===== src/rtl/stop_ctrl_pkg.sv =====
// Shared constants and types of the STOP-mode power controller.
// Assumes a single 40 MHz clock and an 8-bit register port.
package stop_ctrl_pkg;

	// ==========================================================
	// Clock and timing
	localparam int unsigned CLK_PERIOD_NS = 25;
	localparam int unsigned GEAR_MC_NS    = 25;  // One gear clock period
	localparam int unsigned GEAR_MC_CYC   =
		(GEAR_MC_NS + CLK_PERIOD_NS - 1) / CLK_PERIOD_NS;
	localparam logic [1:0]  LF_PER_MC     = 2'h3; // Four low-clock periods, minus one
	localparam logic [3:0]  WU_UNIT_TICKS = 4'hF; // Sixteen source ticks per unit, minus one

	// ==========================================================
	// Register indices on the plain port
	localparam logic [2:0] ADDR_SC1    = 3'h0;
	localparam logic [2:0] ADDR_SC2    = 3'h1;
	localparam logic [2:0] ADDR_WUCC   = 3'h2;
	localparam logic [2:0] ADDR_WUCD   = 3'h3;
	localparam logic [2:0] ADDR_TBTC   = 3'h4;
	localparam logic [2:0] ADDR_STATUS = 3'h5;

	// ==========================================================
	// Field positions and reset values
	localparam int unsigned SC1_STOP  = 7;
	localparam int unsigned SC1_RELEASE_MODE_SELECT  = 6;
	localparam int unsigned SC1_HOLD  = 4;
	localparam int unsigned SC2_HFEN  = 7;
	localparam int unsigned SC2_LFEN  = 6;
	localparam int unsigned SC2_SLOW  = 5;
	localparam int unsigned SC2_TGH   = 2;
	localparam logic [7:0]  SC1_RST   = 8'h00;
	localparam logic [7:0]  SC2_RST   = 8'h80;
	localparam logic [7:0]  WUCC_RST  = 8'h00;
	localparam logic [7:0]  WUCD_RST  = 8'h10;
	localparam logic [2:0]  TBTC_RST  = 3'h0;
	localparam logic [15:0] PC_STEP   = 16'h0002;

	// ==========================================================
	// Types
	typedef enum logic [2:0] {st_reset, st_run, st_timebase_only_idle_mode, st_stop, st_warm} mode_t;

	typedef struct packed {
		logic wake;     // Dedicated wake pin
		logic key;      // Key-on wakeup request level
		logic vd_rel;   // Voltage detector release
		logic lf_clk;   // Low-frequency clock level
		logic rst_req;  // Pin, power-on or detector reset
	} pins_t;

endpackage


===== src/rtl/stop_mode_power_controller.sv =====
// Operating-mode controller: STOP entry, wake release, warm-up, TIMEBASE_ONLY_IDLE_MODE.
// Assumes one 40 MHz clock, asynchronous pins and a one-cycle register port.
//
// How it works
// - Writing one to the stop bit of control one enters STOP.
// - STOP halts both oscillators and all internal operation.
// - STOP keeps state; port drive follows the output hold select bit.
// - Entering STOP clears prescaler and divider of the timing generator.
// - During STOP the resume address is stop instruction address plus two.
// - Any system reset ends STOP, then warm-up, then single-clock run mode.
// - Wake pin, key wakeup and voltage detector also release STOP.
// - Release select one: high level on wake pin releases STOP.
// - Level mode refuses STOP while the wake pin is high.
// - Once warm-up starts, wake pin going low does not re-enter STOP.
// - Release select zero: rising edge on wake pin releases STOP.
// - Edge mode enters STOP even with the wake pin already high.
// - A wake edge within one machine cycle of entry is ignored.
// - Warm-up clock is the one that drove the core at entry.
// - TIMEBASE_ONLY_IDLE_MODE ends on a falling edge of the timebase source.
// - Machine cycle: one gear clock normally, four low clocks in slow.
// - After wake release, resume the previous mode at the next instruction.
// - Timing generator halt bit in single-clock run mode enters TIMEBASE_ONLY_IDLE_MODE.
//
// Implementation choices: the register addresses and strobed register access.
`timescale 1ns/10ps
module stop_mode_power_controller (
	input  wire logic                 clock,
	input  wire logic                 arst_n,
	input  wire stop_ctrl_pkg::pins_t pins,
	input  wire logic [15:0]          stop_insn_addr,
	input  wire logic [2:0]           addr,
	input  wire logic [7:0]           wdata,
	input  wire logic                 wr,
	input  wire logic                 rd,
	output      logic [7:0]           rdata,
	output      logic                 hf_osc_en,
	output      logic                 lf_osc_en,
	output      logic                 cpu_stall,
	output      logic                 periph_clk_en,
	output      logic                 tbt_clk_en,
	output      logic                 port_drive_en,
	output      logic                 mc_tick,
	output      logic [15:0]          resume_addr,
	output      logic [7:0]           tg_div
);
	stop_ctrl_pkg::pins_t s;
	stop_ctrl_pkg::mode_t state_ff, nxt_state;
	logic [7:0]  sc1_ff, nxt_sc1;
	logic [7:0]  sc2_ff, nxt_sc2;
	logic [7:0]  wucc_ff, nxt_wucc;
	logic [7:0]  wucd_ff, nxt_wucd;
	logic [2:0]  tbtc_ff, nxt_tbtc;
	logic [7:0]  div_ff, nxt_div;
	logic [15:0] pc_ff, nxt_pc;
	logic [7:0]  rdata_ff, nxt_rdata;
	logic        wake_prev_ff, nxt_wake_prev;
	logic        lf_prev_ff, nxt_lf_prev;
	logic        tb_prev_ff, nxt_tb_prev;
	logic [1:0]  lf_cnt_ff, nxt_lf_cnt;
	logic [1:0]  guard_cnt_ff, nxt_guard_cnt;
	logic        guard_ff, nxt_guard;
	logic        warm_lf_ff, nxt_warm_lf;
	logic        wu_start, wu_tick, wu_busy, wu_done;
	logic        wake_rise, lf_rise, tb_src, tb_fall, slow, release_req;

	// ==========================================================
	// Pin synchroniser and warm-up counter
	pin_sync u_sync (
		.clock  (clock),
		.arst_n (arst_n),
		.pins   (pins),
		.pins_s (s)
	);

	warmup_timer u_warm (
		.clock  (clock),
		.arst_n (arst_n),
		.start  (wu_start),
		.tick   (wu_tick),
		.units  (wucd_ff),
		.busy   (wu_busy),
		.done   (wu_done)
	);

	// ==========================================================
	// Edge detection and machine cycle
	always_comb begin
		slow      = sc2_ff[stop_ctrl_pkg::SC2_SLOW];
		wake_rise = s.wake & ~wake_prev_ff;
		lf_rise   = s.lf_clk & ~lf_prev_ff;
		// Slow modes take the low clock level, else a divider tap
		tb_src    = slow ? s.lf_clk : div_ff[tbtc_ff];
		tb_fall   = tb_prev_ff & ~tb_src;
		// Gear mode ticks every clock in run only; slow mode every fourth low edge
		mc_tick   = slow ? (lf_rise && lf_cnt_ff == stop_ctrl_pkg::LF_PER_MC)
		                 : (state_ff == stop_ctrl_pkg::st_run);
		// Warm-up source is frozen at entry, not the programmed select
		wu_tick   = warm_lf_ff ? lf_rise : 1'b1;
		release_req = s.key | s.vd_rel |
			(sc1_ff[stop_ctrl_pkg::SC1_RELEASE_MODE_SELECT] ? s.wake
			                                 : (wake_rise & ~guard_ff));
	end

	// ==========================================================
	// Mode sequencer and register writes
	always_comb begin
		nxt_state     = state_ff;
		nxt_sc1       = sc1_ff;
		nxt_sc2       = sc2_ff;
		nxt_wucc      = wucc_ff;
		nxt_wucd      = wucd_ff;
		nxt_tbtc      = tbtc_ff;
		nxt_pc        = pc_ff;
		nxt_guard     = guard_ff;
		nxt_guard_cnt = guard_cnt_ff;
		nxt_warm_lf   = warm_lf_ff;
		nxt_wake_prev = s.wake;
		nxt_lf_prev   = s.lf_clk;
		nxt_tb_prev   = tb_src;
		nxt_lf_cnt    = lf_rise ? lf_cnt_ff + 2'h1 : lf_cnt_ff;
		// Prescaler runs only in gear mode, during run and timebase-only idle
		nxt_div       = (!slow && (state_ff == stop_ctrl_pkg::st_run ||
		                 state_ff == stop_ctrl_pkg::st_timebase_only_idle_mode)) ? div_ff + 8'h01 : div_ff;
		wu_start      = 1'b0;
		case (state_ff)
			stop_ctrl_pkg::st_reset: begin
				nxt_state   = stop_ctrl_pkg::st_warm;
				nxt_warm_lf = 1'b0;
				wu_start    = 1'b1;
			end
			stop_ctrl_pkg::st_run: begin
				if (wr) begin
					if (addr == stop_ctrl_pkg::ADDR_SC1) begin
						nxt_sc1 = wdata;
						if (wdata[stop_ctrl_pkg::SC1_STOP]) begin
							if (wdata[stop_ctrl_pkg::SC1_RELEASE_MODE_SELECT] && s.wake) begin
								nxt_sc1[stop_ctrl_pkg::SC1_STOP] = 1'b0;
							end else begin
								// Edge mode goes in regardless of the pin
								nxt_state     = stop_ctrl_pkg::st_stop;
								nxt_div       = 8'h00;
								nxt_pc        = stop_insn_addr + stop_ctrl_pkg::PC_STEP;
								nxt_guard     = 1'b1;
								nxt_guard_cnt = 2'h0;
								nxt_warm_lf   = slow;
							end
						end
					end else if (addr == stop_ctrl_pkg::ADDR_SC2) begin
						nxt_sc2 = wdata;
						if (wdata[stop_ctrl_pkg::SC2_TGH]) begin
							nxt_state = stop_ctrl_pkg::st_timebase_only_idle_mode;
						end
					end else if (addr == stop_ctrl_pkg::ADDR_WUCC) begin
						nxt_wucc = wdata;
					end else if (addr == stop_ctrl_pkg::ADDR_WUCD) begin
						nxt_wucd = wdata;
					end else if (addr == stop_ctrl_pkg::ADDR_TBTC) begin
						nxt_tbtc = wdata[2:0];
					end
				end
			end
			stop_ctrl_pkg::st_timebase_only_idle_mode: begin
				if (tb_fall) begin
					nxt_state                      = stop_ctrl_pkg::st_run;
					nxt_sc2[stop_ctrl_pkg::SC2_TGH] = 1'b0;
				end
			end
			stop_ctrl_pkg::st_stop: begin
				// Edge blanking lasts one machine cycle after entry
				if (!warm_lf_ff) begin
					nxt_guard = 1'b0;
				end else if (lf_rise) begin
					nxt_guard_cnt = guard_cnt_ff + 2'h1;
					if (guard_cnt_ff == stop_ctrl_pkg::LF_PER_MC) begin
						nxt_guard = 1'b0;
					end
				end
				if (release_req) begin
					nxt_state = stop_ctrl_pkg::st_warm;
					wu_start  = 1'b1;
				end
			end
			stop_ctrl_pkg::st_warm: begin
				// The wake pin is not looked at here, so it cannot re-stop
				if (wu_done) begin
					nxt_state                        = stop_ctrl_pkg::st_run;
					nxt_sc1[stop_ctrl_pkg::SC1_STOP] = 1'b0;
					nxt_div                          = 8'h00;
				end
			end
			default: nxt_state = stop_ctrl_pkg::st_reset;
		endcase
		// System reset overrides state, SC1, SC2, divider and warm-up start, and lands in single-clock run
		if (s.rst_req) begin
			nxt_state = stop_ctrl_pkg::st_reset;
			nxt_sc1   = stop_ctrl_pkg::SC1_RST;
			nxt_sc2   = stop_ctrl_pkg::SC2_RST;
			nxt_div   = 8'h00;
			wu_start  = 1'b0;
		end
	end

	// ==========================================================
	// Read port: data stand in the cycle after the strobe
	always_comb begin
		nxt_rdata = 8'h00;
		if (rd) begin
			if (addr == stop_ctrl_pkg::ADDR_SC1) begin
				nxt_rdata = sc1_ff;
			end else if (addr == stop_ctrl_pkg::ADDR_SC2) begin
				nxt_rdata = sc2_ff;
			end else if (addr == stop_ctrl_pkg::ADDR_WUCC) begin
				nxt_rdata = wucc_ff;
			end else if (addr == stop_ctrl_pkg::ADDR_WUCD) begin
				nxt_rdata = wucd_ff;
			end else if (addr == stop_ctrl_pkg::ADDR_TBTC) begin
				nxt_rdata = {5'h00, tbtc_ff};
			end else if (addr == stop_ctrl_pkg::ADDR_STATUS) begin
				nxt_rdata = {3'h0, wu_busy, slow, state_ff};
			end
		end
	end

	// ==========================================================
	// State registers; STOP leaves the register file untouched
	always_ff @(posedge clock or negedge arst_n) begin
		if (!arst_n) begin
			state_ff     <= stop_ctrl_pkg::st_reset;
			sc1_ff       <= stop_ctrl_pkg::SC1_RST;
			sc2_ff       <= stop_ctrl_pkg::SC2_RST;
			wucc_ff      <= stop_ctrl_pkg::WUCC_RST;
			wucd_ff      <= stop_ctrl_pkg::WUCD_RST;
			tbtc_ff      <= stop_ctrl_pkg::TBTC_RST;
			div_ff       <= 8'h00;
			pc_ff        <= 16'h0000;
			rdata_ff     <= 8'h00;
			wake_prev_ff <= 1'b0;
			lf_prev_ff   <= 1'b0;
			tb_prev_ff   <= 1'b0;
			lf_cnt_ff    <= 2'h0;
			guard_cnt_ff <= 2'h0;
			guard_ff     <= 1'b0;
			warm_lf_ff   <= 1'b0;
		end else begin
			state_ff     <= nxt_state;
			sc1_ff       <= nxt_sc1;
			sc2_ff       <= nxt_sc2;
			wucc_ff      <= nxt_wucc;
			wucd_ff      <= nxt_wucd;
			tbtc_ff      <= nxt_tbtc;
			div_ff       <= nxt_div;
			pc_ff        <= nxt_pc;
			rdata_ff     <= nxt_rdata;
			wake_prev_ff <= nxt_wake_prev;
			lf_prev_ff   <= nxt_lf_prev;
			tb_prev_ff   <= nxt_tb_prev;
			lf_cnt_ff    <= nxt_lf_cnt;
			guard_cnt_ff <= nxt_guard_cnt;
			guard_ff     <= nxt_guard;
			warm_lf_ff   <= nxt_warm_lf;
		end
	end

	// ==========================================================
	// Outputs
	assign hf_osc_en     = (state_ff != stop_ctrl_pkg::st_stop) &&
	                       sc2_ff[stop_ctrl_pkg::SC2_HFEN];
	assign lf_osc_en     = (state_ff != stop_ctrl_pkg::st_stop) &&
	                       sc2_ff[stop_ctrl_pkg::SC2_LFEN];
	assign cpu_stall     = (state_ff != stop_ctrl_pkg::st_run);
	assign periph_clk_en = (state_ff == stop_ctrl_pkg::st_run);
	assign tbt_clk_en    = periph_clk_en || (state_ff == stop_ctrl_pkg::st_timebase_only_idle_mode);
	assign port_drive_en = (state_ff != stop_ctrl_pkg::st_stop) ||
	                       sc1_ff[stop_ctrl_pkg::SC1_HOLD];
	assign resume_addr   = pc_ff;
	assign tg_div        = div_ff;
	assign rdata         = rdata_ff;
endmodule


===== src/rtl/pin_sync.sv =====
// Two-flop synchroniser for every pin that enters the controller.
// Assumes all inputs are asynchronous to clock.
`timescale 1ns/10ps
module pin_sync (
	input  wire logic                 clock,
	input  wire logic                 arst_n,
	input  wire stop_ctrl_pkg::pins_t pins,
	output      stop_ctrl_pkg::pins_t pins_s
);
	stop_ctrl_pkg::pins_t meta_ff;
	stop_ctrl_pkg::pins_t sync_ff;
	stop_ctrl_pkg::pins_t nxt_meta;
	stop_ctrl_pkg::pins_t nxt_sync;

	// ==========================================================
	// Next values; first stage feeds only the second
	always_comb begin
		nxt_meta = pins;
		nxt_sync = meta_ff;
	end

	always_ff @(posedge clock or negedge arst_n) begin
		if (!arst_n) begin
			meta_ff <= '0;
			sync_ff <= '0;
		end else begin
			meta_ff <= nxt_meta;
			sync_ff <= nxt_sync;
		end
	end

	assign pins_s = sync_ff;
endmodule


===== src/rtl/warmup_timer.sv =====
// Warm-up counter: counts units of sixteen source ticks after start.
// Assumes tick is a one-cycle enable from the same clock.
`timescale 1ns/10ps
module warmup_timer (
	input  wire logic       clock,
	input  wire logic       arst_n,
	input  wire logic       start,
	input  wire logic       tick,
	input  wire logic [7:0] units,
	output      logic       busy,
	output      logic       done
);
	logic [11:0] cnt_ff;
	logic [11:0] nxt_cnt;
	logic        busy_ff;
	logic        nxt_busy;
	logic        done_ff;
	logic        nxt_done;

	// ==========================================================
	// Down count; zero units finishes on the next edge
	always_comb begin
		nxt_cnt  = cnt_ff;
		nxt_busy = busy_ff;
		nxt_done = 1'b0;
		if (start) begin
			nxt_cnt  = {units, stop_ctrl_pkg::WU_UNIT_TICKS};
			nxt_busy = 1'b1;
			if (units == 8'h00) begin
				nxt_busy = 1'b0;
				nxt_done = 1'b1;
			end
		end else if (busy_ff && tick) begin
			nxt_cnt = cnt_ff - 12'h001;
			if (cnt_ff == 12'h000) begin
				nxt_busy = 1'b0;
				nxt_done = 1'b1;
			end
		end
	end

	always_ff @(posedge clock or negedge arst_n) begin
		if (!arst_n) begin
			cnt_ff  <= 12'h000;
			busy_ff <= 1'b0;
			done_ff <= 1'b0;
		end else begin
			cnt_ff  <= nxt_cnt;
			busy_ff <= nxt_busy;
			done_ff <= nxt_done;
		end
	end

	assign busy = busy_ff;
	assign done = done_ff;
endmodule


===== config.mk =====
export PLATFORM = sky130hd
export DESIGN_NAME = stop_mode_power_controller
export DESIGN_NICKNAME = d
export VERILOG_FILES = /design/src/rtl/stop_ctrl_pkg.sv /design/src/rtl/stop_mode_power_controller.sv /design/src/rtl/pin_sync.sv /design/src/rtl/warmup_timer.sv
export SDC_FILE = /design/constraint.sdc
export NUM_CORES = 1
export LEC_CHECK = 0
export ABC_AREA = 0
export BUFFER_PORTS_ARGS = -buffer_cell sky130_fd_sc_hd__buf_2
export CAP_MARGIN = 5
export CORE_UTILIZATION = 53
export CTS_BUF_LIST = sky130_fd_sc_hd__clkbuf_8
export DETAILED_ROUTE_END_ITERATION = 10
export PLACE_DENSITY = 0.76
export REMOVE_ABC_BUFFERS = 1
export SYNTH_ARGS = -nofsm -noshare
export SYNTH_HDL_FRONTEND = slang
export SYNTH_SLANG_ARGS = --single-unit

===== constraint.sdc =====
create_clock -name clock -period 1.6 [get_ports clock]
set_input_delay 0.16 -clock clock [delete_from_list [all_inputs] [get_ports clock]]
set_output_delay 0.16 -clock clock [all_outputs]
set_load 0.01 [all_outputs]

======== Word level (Yosys, flattened, before mapping) ========
Index checks and enable logic that the tools add are counted.
storage, ports and cells
  bits in registers ....................... 103
  logic and storage cells ................. 202
cells by class
  $add $sub $neg .......................... 5
  magnitude comparators ................... 1
  eq/ne operators ......................... 33
  muxes and demuxes ....................... 81
  bitwise operators ....................... 15
  reductions and logical operators ........ 36
operators by type and width
  operator                                                                 count
  8-bit two-way mux                                                        19
  1-bit two-way mux                                                        30
  3-bit two-way mux                                                        10
  12-bit two-way mux                                                       2
  7-bit AND reduction                                                      3
  5-bit AND reduction                                                      4
  16-bit by 2-bit adder with 16-bit output, second input constant          1
  8-bit one-hot mux with 2 select lines                                    1
  2-bit nonzero test                                                       8
  5-bit two-way mux                                                        3
  3-bit by 2-bit inequality test with 1-bit output, second input constant  5
  3-bit one-hot mux with 5 select lines                                    1
  2-bit two-way mux                                                        7
  3-bit by 2-bit equality test with 1-bit output, second input constant    4
  12-bit logical NOT                                                       1
  3-bit by 1-bit inequality test with 1-bit output, second input constant  4
  12-bit by 1-bit subtractor with 12-bit output, second input constant     1
  2-bit inequality test, second input constant                             5
  1-bit one-hot mux with 2 select lines                                    5
  3-bit equality test, second input constant                               3
  1-bit NOT                                                                9
  8-bit by 1-bit adder with 8-bit output, second input constant            1
  8-bit logical NOT                                                        1
  4-bit by 3-bit inequality test with 1-bit output, second input constant  2
  23 further kinds                                                         41

======== Logic depth before layout (Yosys ltp) ========
Gate-level depths: netlist of run 1.
  depth after elaboration ................. 10
  gate-level depth with buffers ........... 7

======== Hierarchy ========
From an unflattened synthesis of run 1, not the netlist that was laid out.
second synthesis, totals
  cell total of the unflattened synthesis .. 483
  area total of the unflattened synthesis .. 5143.7 um^2
by module, submodules not included
  module                      times used  cells an instance  area each (um^2)  sequential area each (um^2)
  stop_mode_power_controller  1           397                4087.7            1979.4
  warmup_timer                1           76                 805.8             350.3
  pin_sync                    1           10                 250.2             250.2

======== Worst setup path after synthesis of run 1 ========
No wires, ideal clock.
  kind .................................... register to register
  start point ............................. register u_warm.cnt_ff[6]
  end point ............................... register u_warm.busy_ff (netlist: u_warm.busy)
  library setup time ...................... 120 ps
  data arrival time ....................... 1650 ps
  required time ........................... 1480 ps
  setup slack ............................. -170 ps
  cell stages (with the launch flop) ...... 6
  clock period less this slack ............ 1770 ps
  cells stage by stage .................... dfrtp_1 or4_4 or3_4 nor2_2 nand2_1 a31o_1
between the ends
  word-level cells in the longest chain between the ends .. 3
ends and longest elaborated chain
  what                           line                source
  start: declaration             warmup_timer.sv:13  logic [11:0] cnt_ff;
  start signal: assignment       warmup_timer.sv:48  cnt_ff <= nxt_cnt;
  12-bit logical NOT             warmup_timer.sv:35  if (cnt_ff == 12'h000) begin
  2-bit nonzero test (no line)   --
  2-bit AND reduction (no line)  --
  end signal: assignment         warmup_timer.sv:49  busy_ff <= nxt_busy;
  end: declaration               warmup_timer.sv:15  logic busy_ff;
Every way passes these cells.
A chain may end at the register's enable or synchronous reset.

======== Worst setup path after layout of run 1 ========
  start point ............................. register state_ff[2]
  end point ............................... register state_ff[0]
between the ends
  word-level cells in the longest chain between the ends .. 3
ends and longest elaborated chain
  what                                                                                      line                               source
  start: declaration                                                                        stop_mode_power_controller.sv:47   stop_ctrl_pkg::mode_t state_ff, nxt_state;
  start signal: assignment                                                                  stop_mode_power_controller.sv:228  state_ff <= stop_ctrl_pkg::st_reset;
  start signal: assignment                                                                  stop_mode_power_controller.sv:245  state_ff <= nxt_state;
  3-bit by 1-bit equality test with 1-bit output, or another cell as far along              stop_mode_power_controller.sv:125  case (state_ff)
  4-bit by 1-bit inequality test with 1-bit output (no line), or another cell as far along  --
  8-bit AND reduction (no line) / 3-bit two-way mux (equally long branches)                 --
Several ways; a longest one is shown, not always the timed one.

==> impl_metrics.py, run 1 <==
metrics = {
    "setup_path": {
        "cp.arrival_ps": 2240,
        "r2r.worst_path.cells": 8,
        "rrSetupSlack_ps": -360,
        "cp_slowest_cell": "dfrtp_1",
        "critPathKind": "reg2reg",
        "critical_path.max_stage_delay_ps": 450,
        "r2r_start": "state_ff[2]",
        "critPathRequiredTime_ps": 1890,
        "path_buf_inv": 3,
        "cp_top_family": "simple AND/OR/NAND/NOR gates",
        "r2r-end": "state_ff[0]",
        "critPathLaunchType": "flip-flop",
        "cp_common_cell": "buf_4",
        "worstPathCellList": "buf_4 > nor3b_4 > inv_2 > buf_4 > o21ai_4 > a221oi_4 > o221a_2 > nor3_2",
        "cp_max_fo": 4,
        "endpoint_kind": "flip-flop",
    },
    "sta": {
        "setup_ws_ps": -356,
        "fin_crit_sh_pct": 122,
        "finalSetupViolations": 87,
        "fmax_mhz": 511,
        "finalHoldViolations": 0,
        "slew_headroom_pct": 57.5,
        "period_needed_ps": 1960,
        "maxSlewViolCount": 0,
        "tightest_slew_ps": 637,
        "fin_tns_setup_ps": -17540,
        "clock_skew_ps": 13.9,
        "rsz0062_at_grt": "yes",
    },
    "route": {
        "drtPass1Iterations": 5,
        "vias_per_cell": 6.38,
        "drtIter0Drc": 452,
        "ant_nets": 0,
        "wl_mm": 17.9,
        "vias": 5005,
        "drc": 0,
        "wire_per_inst_um": 22.8,
    },
    "clocking": {
        "clkSlewWorstSetupHoldPaths_ps": 110,
        "cts_tree": "yes",
        "cts_made_buffers": 9,
        "clk_latency_ps": 380,
        "clock-sinks": 103,
        "cts_buffer_depth": 2,
        "cts_max_level": 3,
        "cts_root_buf": "clkbuf_8",
    },
    "floorplan": {
        "ios": 75,
        "start_util_pct": 54.3,
        "die_h_um": 99.1,
        "rows": 35,
        "core_area_um2": 9200,
        "die-width_um": 99.1,
        "die_area_um2": 9810,
    },
    "placed_design": {
        "placed_area_um2": 6010,
        "io_buffers": 74,
        "post-place-ws_ps": -240,
        "place_congestion": 0.884,
        "dp_hpwl_mm": 9.05,
        "place_inst": 724,
    },
    "global_route": {
        "grt_pass1_vias": 4789,
        "grt_usage_pct": 31.1,
        "grt_first_pass_wirelength_mm": 23.4,
        "grt_overflow": 0,
        "grt_max_degree": 54,
        "antenna_found_initial": 0,
    },
    "layout": {
        "n_fill_cell": 471,
        "final_util_pct": 80.6,
        "layout_common_cells": "dfrtp_1 (99), buf_4 (74), buf_2 (69)",
        "final_area_um2": 7410,
        "fin_nets": 709,
        "layout-drive-gt1-share_pct": 53.6,
        "mostFrequentLayoutCell": "dfrtp_1",
        "antenna_cells": 0,
        "finalNonFillerCells": 784,
        "area_delta_synth_final_pct": 48.4,
    },
    "synth": {
        "synth_edf_count": 0,
        "yosys_register_bits": 103,
        "synth_simple_gate_area_share_pct": 17.3,
        "synth_top_area_cell": "dfrtp_1",
        "synthMuxAreaShare_pct": 8.74,
        "async_flop_share_pct": 100,
        "netlist_area_um2": 4990,
        "synthAdderAreaFrac_pct": 1.25,
        "yosys.area_share.xor_xnor_pct": 5.79,
        "synth_top_area_share_pct": 50.6,
        "synth_compound_area_share_pct": 12.3,
        "synth_top_family_by_area": "simple AND/OR/NAND/NOR gates",
        "yosys_warnings": 0,
        "seq_area_frac_synth_pct": 51.7,
        "ys_top_cells_by_area": "dfrtp_1 (51%), mux2_2 (5.6%), nand2_1 (5.3%), o21ai_0 (3.8%), xnor2_1 (3.2%)",
        "ys.flop_type": "dfrtp_1",
        "yosysUniqueCellTypes": 59,
        "syn-instance-count": 483,
        "syn_avg_cell_area_um2": 10.3,
    },
    "outcome": {
        "outcome": "complete, but fails checks",
        "violations": "setup timing",
    },
    "power": {
        "vdd_drop_max_mv": 0.736,
        "p_switching_mw": 3.93,
        "power.internal_mw": 6.36,
        "seqPwrFrac_pct": 37.3,
        "p_clk_share_pct": 17.8,
        "p_comb_share_pct": 44.9,
        "switching_share_pct": 38.2,
        "p_leak_nw": 3.46,
        "pwr_density_cell_nw_per_um2": 1390,
    },
    "min_path": {
        "hp-class": "in2reg",
        "worstHoldStart": "stop_insn_addr[1]",
        "min_to": "resume_addr[1]",
        "min_path_cells": 2,
    },
    "run": {
        "max_cap_violations": 0,
    },
}
cells by family (layout without fill, tap and decap cells):
logic type	Yosys count	after routing
adder cells (fa/ha/maj)	5	5
AND/OR/NAND/NOR	172	172
AO/OA/AOI/OAI	97	97
flip-flops	103	103
buffers and inverters	35	225
XOR/XNOR	33	33
multiplexers	38	38
sequential cells by signal, summed over array words and instances (netlist names):
name / flops
u_warm.cnt_ff: 12
tg_div: 8
tb_prev_ff: 1
resume_addr: 16
rdata: 8
wake_prev_ff: 1
sc1_ff: 8
warm_lf_ff: 1
state_ff: 3
lf_cnt_ff: 2
sc2_ff: 8
u_sync.meta_ff: 5
wucd_ff: 8
wucc_ff: 8
u_warm.busy: 1
guard_cnt_ff: 2
guard_ff: 1
u_warm.done: 1
tbtc_ff: 3
u_sync.pins_s: 5
lf_prev_ff: 1
metrics by stage:
step                hold slack [ps]  power, mW
global placement                116       6.56
global route                   25.4       10.6
finish                         5.95       10.3
floorplan                      -136       5.28
detailed placement              118       6.71
CTS                            23.3       9.15
synth_stat cells (all sizes together) (10+ instances only):
| cell type | number |
|---|---|
| buf | 11 |
| o21ai | 44 |
| a21oi | 15 |
| xor2 | 15 |
| mux2i | 11 |
| inv | 13 |
| nor2 | 27 |
| mux2 | 25 |
| xnor2 | 18 |
| nand2 | 70 |
| clkbuf | 10 |
| nand3 | 19 |
| nor3 | 10 |
| dfrtp | 101 |
how the worst max path moves through the flow:
stage | startpoint | end | slack [ps] | cells after the start
finish | state_ff[2] | state_ff[0] | -360 | 8
global route | state_ff[2] | state_ff[0] | -370 | 8
CTS | state_ff[2] | periph_clk_en | -190 | 6
detailed placement | tbtc_ff[0] | state_ff[1] | -240 | 6
global placement | u_warm.cnt_ff[6] | u_warm.busy | -160 | 5
floorplan | state_ff[2] | resume_addr[8] | -810 | 4
area by class of cell:
type	instances	area, um^2	share of cell area (%)
repair buffers	195	1540	20.8
clock inverters	5	61.3	0.828
multi-input cells	345	2880	38.8
inverters	14	60.1	0.811
flip-flops and latches	103	2580	34.9
clock buffers	11	151	2.04
well taps	111	139	1.87
power by group through the flow:
stage | clock network, mW | logic (mW) | registers, mW
CTS | 1.78 | 3.68 | 3.69
global route | 1.92 | 4.84 | 3.87
finish | 1.83 | 4.62 | 3.84
detailed placement | 0 | 3.00 | 3.71
floorplan | 0 | 1.54 | 3.74
global placement | 0 | 2.89 | 3.68
layer usage:
layer / GRT usage (%) / wire [um]
met1: 37.3 / 6430
met2: 53.8 / 9000
met3: 3.83 / 1210
met4: 19.1 / 1240
met5: 0 / 0
worst reg2reg max path, cell delays in order, from the launching register on:
cell and delay, ps:
dfrtp_1 450, buf_4 180, nor3b_4 270, inv_2 80
buf_4 170, o21ai_4 240, a221oi_4 90, o221a_2 160
nor3_2 220
what timing repair did:
action / in CTS / in global routing
gates cloned: 1 / 4
setup endpoints to repair: 54 / 87
pin swaps: 22 / 63
hold buffers: 7 / 0
setup buffers: 18 / 19
hold endpoints to repair: 30 / 0
gates resized for setup: 81 / 148
(Power assumes the default switching activity.)
==> inputs of run 2 (changes only) <==
- BUFFER_PORTS_ARGS: -buffer_cell sky130_fd_sc_hd__buf_2 -> -buffer_cell sky130_fd_sc_hd__clkbuf_2
- SKIP_LAST_GASP: default -> 1
==> run 2 against run 1 <==
The run still ends with setup timing left. Non-clock buffer count fell by 12. Count of clock-buffer cells in the layout fell by 1. Worst setup slack got worse by 12 ps. Critical path type unchanged. Highest routed layer unchanged.
==> impl_metrics.py, run 2 (synthesis results as in run 1) <==
metrics = {
    "route": {
        "drc": 0,
        "wire_per_inst_um": 19.6,
        "drtPass1Iterations": 6,
        "vias_per_cell": 6.08,
        "wl_mm": 15.1,
        "ant_nets": 0,
        "drtIter0Drc": 340,
        "vias": 4692,
    },
    "clocking": {
        "clock-sinks": 103,
        "cts_max_level": 3,
        "clkSlewWorstSetupHoldPaths_ps": 100,
        "cts_buffer_depth": 2,
        "cts_root_buf": "clkbuf_8",
        "cts_made_buffers": 9,
        "clk_latency_ps": 370,
        "cts_tree": "yes",
    },
    "setup_path": {
        "path_buf_inv": 2,
        "critPathLaunchType": "flip-flop",
        "critical_path.max_stage_delay_ps": 470,
        "cp_common_cell": "buf_6",
        "cp-startpoint": "state_ff[2]",
        "endpoint_kind": "flip-flop",
        "critPathKind": "reg2reg",
        "cp_top_family": "simple AND/OR/NAND/NOR gates",
        "r2r_start": "state_ff[2]",
        "worstPathCellList": "buf_6 > buf_6 > nor3b_4 > nand2_1 > or4_4 > a211oi_4 > a31o_1",
        "cp_slowest_cell": "or4_4",
        "critPathRequiredTime_ps": 1910,
        "cp_max_fo": 6,
        "cp.arrival_ps": 2280,
    },
    "run": {
        "max_cap_violations": 0,
    },
    "sta": {
        "fin_tns_setup_ps": -11100,
        "tightest_slew_ps": 556,
        "maxSlewViolCount": 0,
        "period_needed_ps": 1970,
        "fin_crit_sh_pct": 123,
        "setup_ws_ps": -368,
        "fmax_mhz": 508,
        "holdWs_ps": 17.9,
        "clock_skew_ps": 11.7,
        "slew_headroom_pct": 63.0,
        "finalHoldViolations": 0,
        "rsz0062_at_grt": "yes",
        "finalSetupViolations": 78,
    },
    "power": {
        "p_switching_mw": 3.52,
        "switching_share_pct": 36.4,
        "p_leak_nw": 3.28,
        "power.internal_mw": 6.13,
        "pwr_density_cell_nw_per_um2": 1390,
        "power_mw": 9.65,
        "p_comb_share_pct": 43.1,
        "p_clk_share_pct": 17.9,
        "seqPwrFrac_pct": 39.0,
        "vdd_drop_max_mv": 0.717,
    },
    "floorplan": {
        "die_area_um2": 9810,
        "die-width_um": 99.1,
        "ios": 75,
        "rows": 35,
        "start_util_pct": 54.3,
        "die_h_um": 99.1,
        "core_area_um2": 9200,
    },
    "layout": {
        "final_area_um2": 6960,
        "finalNonFillerCells": 772,
        "area_delta_synth_final_pct": 39.3,
        "layout-drive-gt1-share_pct": 45.1,
        "mostFrequentLayoutCell": "dfrtp_1",
        "antenna_cells": 0,
        "fin_nets": 697,
        "final_util_pct": 75.6,
        "layout_common_cells": "dfrtp_1 (97), buf_4 (76), clkbuf_2 (70)",
        "largest_reg_flops": 16,
    },
    "placed_design": {
        "placed_area_um2": 6010,
        "place_congestion": 0.884,
        "post-place-ws_ps": -249,
        "io_buffers": 74,
        "place_inst": 725,
        "dp_hpwl_mm": 8.95,
    },
    "global_route": {
        "grt_max_degree": 104,
        "grt_overflow": 0,
        "antenna_found_initial": 0,
        "grt_usage_pct": 28.4,
        "grt_pass1_vias": 4425,
        "grt_first_pass_wirelength_mm": 21.7,
    },
    "min_path": {
        "worstHoldStart": "stop_insn_addr[1]",
        "hp-class": "in2reg",
    },
    "outcome": {
        "outcome": "complete, but fails checks",
        "violations": "setup timing",
    },
}
run 2: changes by cell type in the layout (fill, tap and decap cells not counted), sizes merged:
cell | before | now
clkbuf | 13 | 82
buf | 186 | 104
clkinv | 2 | 4
inv | 16 | 15
run 2: routing by layer:
layer	vias up	global-route usage, %	routed length [um]
met5	-	0	0
met4	0	12.9	661
met3	73	3.97	878
met2	242	49.2	7780
met1	2324	35.5	5790
li1	2053	-	-
run 2: final timing paths:
path                                     to  cells past startpoint  slack (ps)
setup / recovery                state_ff[1]                      7        -370
hold / removal               resume_addr[1]                      2          20
setup reg to reg                state_ff[1]                      7        -370
hold reg to reg            u_sync.pins_s[2]                      0         360
max in group asynchronous  u_sync.pins_s[0]                      3         790
min in group asynchronous         tg_div[1]                      3         360
run 2: final cells by class:
class | count | area, um^2
clock inverters | 6 | 66.3
clock buffers | 10 | 138
well taps | 111 | 139
inverters | 14 | 55.1
flip-flops and latches | 103 | 2580
multi-input cells | 345 | 2610
repair buffers | 183 | 1360
fillers | 591 | 2240
run 2: what timing repair did:
action,4_1_cts,5_1_grt
hold buffers,7,0
endpoints found under the setup margin,65,77
gates resized for setup,70,67
buffers inserted,16,9
cloned,1,2
hold endpoints to repair,107,0
pin swaps,25,24
run 2: worst register-to-register path: stages (launching register included):
cell and delay [ps]:
dfrtp_1 440, buf_6 140, buf_6 130, nor3b_4 230, nand2_1 80, or4_4 470, a211oi_4 270, a31o_1 150
run 2: power groups by stage:
| stage | clock network (mW) | logic (mW) | registers (mW) |
|---|---|---|---|
| floorplan | 0 | 1.54 | 3.74 |
| global placement | 0 | 2.86 | 3.69 |
| detailed placement | 0 | 2.95 | 3.72 |
| CTS | 1.70 | 3.64 | 3.70 |
| global route | 1.83 | 4.42 | 3.82 |
| finish | 1.73 | 4.16 | 3.77 |
==> inputs of run 3 (changes only) <==
- CORE_MARGIN: default -> 5
==> run 3 against run 2 <==
The run still ends with setup timing left. Global-route usage is 1.8 points lower. Via count is 4.6% higher. Register-to-register slack worse by 20 ps. Sequential share of layout area is 1.2 points lower. Clock skew is 1.1 ps higher. Largest power group unchanged. Highest routed layer unchanged. Die area is 17% higher. Utilization is 2.5 points higher. Cell area is 3.3% higher. Combinational power is 6.7% higher.
==> impl_metrics.py, run 3 (synthesis results as in run 1) <==
metrics = {
    "outcome": {
        "violations": "setup timing",
        "outcome": "complete, but fails checks",
    },
    "global_route": {
        "globalRouteMet2Util_pct": 44.8,
        "antenna_found_initial": 0,
        "grt_first_pass_wirelength_mm": 23.9,
        "met3_usage_pct": 5.06,
        "use_met1_pct": 33.3,
        "top_usage_layer": "met2",
        "grt_max_degree": 36,
        "grt_usage_pct": 26.6,
        "grt_pass1_vias": 4726,
        "grt_overflow": 0,
    },
    "route": {
        "wire_per_inst_um": 22.2,
        "drtPass1Iterations": 6,
        "drtIter0Drc": 491,
        "vias": 4907,
        "vias_per_cell": 6.34,
        "wl_mm": 17.2,
        "ant_nets": 0,
        "drc": 0,
    },
    "sta": {
        "period_needed_ps": 1990,
        "holdWs_ps": 41.2,
        "slew_headroom_pct": 52.0,
        "fmax_mhz": 502,
        "finalSetupViolations": 86,
        "rsz0062_at_grt": "yes",
        "finalHoldViolations": 0,
        "clock_skew_ps": 12.8,
        "tightest_slew_ps": 721,
        "maxSlewViolCount": 0,
        "setup_ws_ps": -392,
        "fin_crit_sh_pct": 124,
    },
    "power": {
        "pwr_density_cell_nw_per_um2": 1390,
        "vdd_drop_max_mv": 0.771,
        "power_mw": 10.0,
        "p_leak_nw": 3.31,
    },
    "clocking": {
        "cts_tree": "yes",
        "cts_buffer_depth": 2,
        "cts_made_buffers": 9,
        "cts_root_buf": "clkbuf_8",
        "clkSlewWorstSetupHoldPaths_ps": 100,
        "cts_max_level": 3,
        "clock-sinks": 103,
        "clk_latency_ps": 370,
    },
    "setup_path": {
        "critPathKind": "reg2reg",
        "r2r.worst_path.cells": 10,
        "rrSetupSlack_ps": -390,
        "r2r_start": "state_ff[2]",
        "critPathLaunchType": "flip-flop",
        "endpoint_kind": "flip-flop",
        "cp_max_fo": 7,
        "cp-startpoint": "state_ff[2]",
        "worstSetupEndpoint": "sc1_ff[4]",
        "cp.arrival_ps": 2270,
        "r2r-end": "sc1_ff[4]",
        "critPathRequiredTime_ps": 1870,
    },
    "layout": {
        "layout-drive-gt1-share_pct": 48.4,
        "layout_common_cells": "dfrtp_1 (98), buf_4 (69), clkbuf_2 (67)",
        "largest_reg_flops": 16,
        "antenna_cells": 0,
        "multiInputGateArea_um2": 2740,
        "fin_nets": 699,
        "n_fill_cell": 510,
        "ff_latch_area_um2": 2580,
        "area_delta_synth_final_pct": 43.8,
        "mostFrequentLayoutCell": "dfrtp_1",
    },
    "placed_design": {
        "io_buffers": 74,
        "dp_hpwl_mm": 9.30,
        "place_congestion": 0.891,
    },
    "floorplan": {
        "core_area_um2": 9200,
        "die_h_um": 107,
        "die_area_um2": 11500,
        "rows": 35,
        "start_util_pct": 54.3,
        "die-width_um": 107,
        "ios": 75,
    },
    "min_path": {
        "hp-class": "in2reg",
    },
    "run": {
        "max_cap_violations": 0,
    },
}
## run 3: cell count changes in the layout (fill, tap and decap cells not counted), moves of 3 or more
cell      change
nand2_2       +9
buf_6         +6
a211oi_2      +3
buf_12        +3
o21ai_0       -7
nand2_1      -10
o21ai_1       +7
clkbuf_2      -3
buf_4         -7
## run 3: what timing repair did
action / CTS / global route
hold endpoints to repair: 37 / 0
gates cloned: 2 / 2
setup endpoints to repair: 53 / 86
hold buffers: 7 / 0
resized for setup: 82 / 107
buffers inserted: 21 / 6
pin swaps: 24 / 33
## run 3: worst max-delay path, stage by stage (launching register included)
cell and delay (ps):
dfrtp_1 420, buf_6 140, buf_12 120, nor3b_4 220, buf_4 170, buf_6 110, buf_6 90, buf_6 100
a31oi_4 90, buf_6 180, o21ai_1 230
## run 3: final cells by class
| cell class | count | share of cell area, % |
|---|---|---|
| multi-input combinational | 345 | 38.2 |
| clock inverter | 5 | 0.854 |
| clock buffer | 11 | 2.11 |
| sequential | 103 | 36.0 |
| tap | 111 | 1.93 |
| inverter | 14 | 0.801 |
| timing repair buffer | 185 | 20.2 |
## run 3: worst min path at each step
| stage | start | end | cells past startpoint |
|---|---|---|---|
| CTS | stop_insn_addr[1] | resume_addr[1] | 2 |
| global placement | arst_n | tg_div[3] | 1 |
| detailed placement | arst_n | tg_div[3] | 1 |
| floorplan | arst_n | guard_cnt_ff[0] | 0 |
| global route | stop_insn_addr[1] | resume_addr[1] | 2 |
| finish | stop_insn_addr[1] | resume_addr[1] | 2 |
## run 3: through the flow
| step | util [%] | worst slack (ps) | instance area [um^2] | cells | TNS [ps] |
|---|---|---|---|---|---|
| final | 78.1 | -392 | 7180 | 774 | -16930 |
| after global routing | 78.1 | -538 | 7180 | 774 | -20120 |
| after CTS | 74.1 | -306 | 6820 | 768 | -8010 |
| after detailed placement | 65.2 | -297 | 6000 | 722 | -5290 |
| after global placement | 65.2 | -158 | 6000 | 722 | -3330 |
| after floorplan | - | -813 | 4900 | 462 | -17020 |
## run 3: metal layers
| metal | share of wire, % | up-vias |
|---|---|---|
| li1 | - | 2056 |
| met4 | 6.9 | 0 |
| met1 | 36 | 2393 |
| met3 | 8.7 | 115 |
| met2 | 48 | 343 |
| met5 | 0 | - |
## run 3: report_power, final
part           switching (mW)  internal [mW]
logic                    2.16           2.28
clock network           0.952          0.825
registers               0.574           3.21
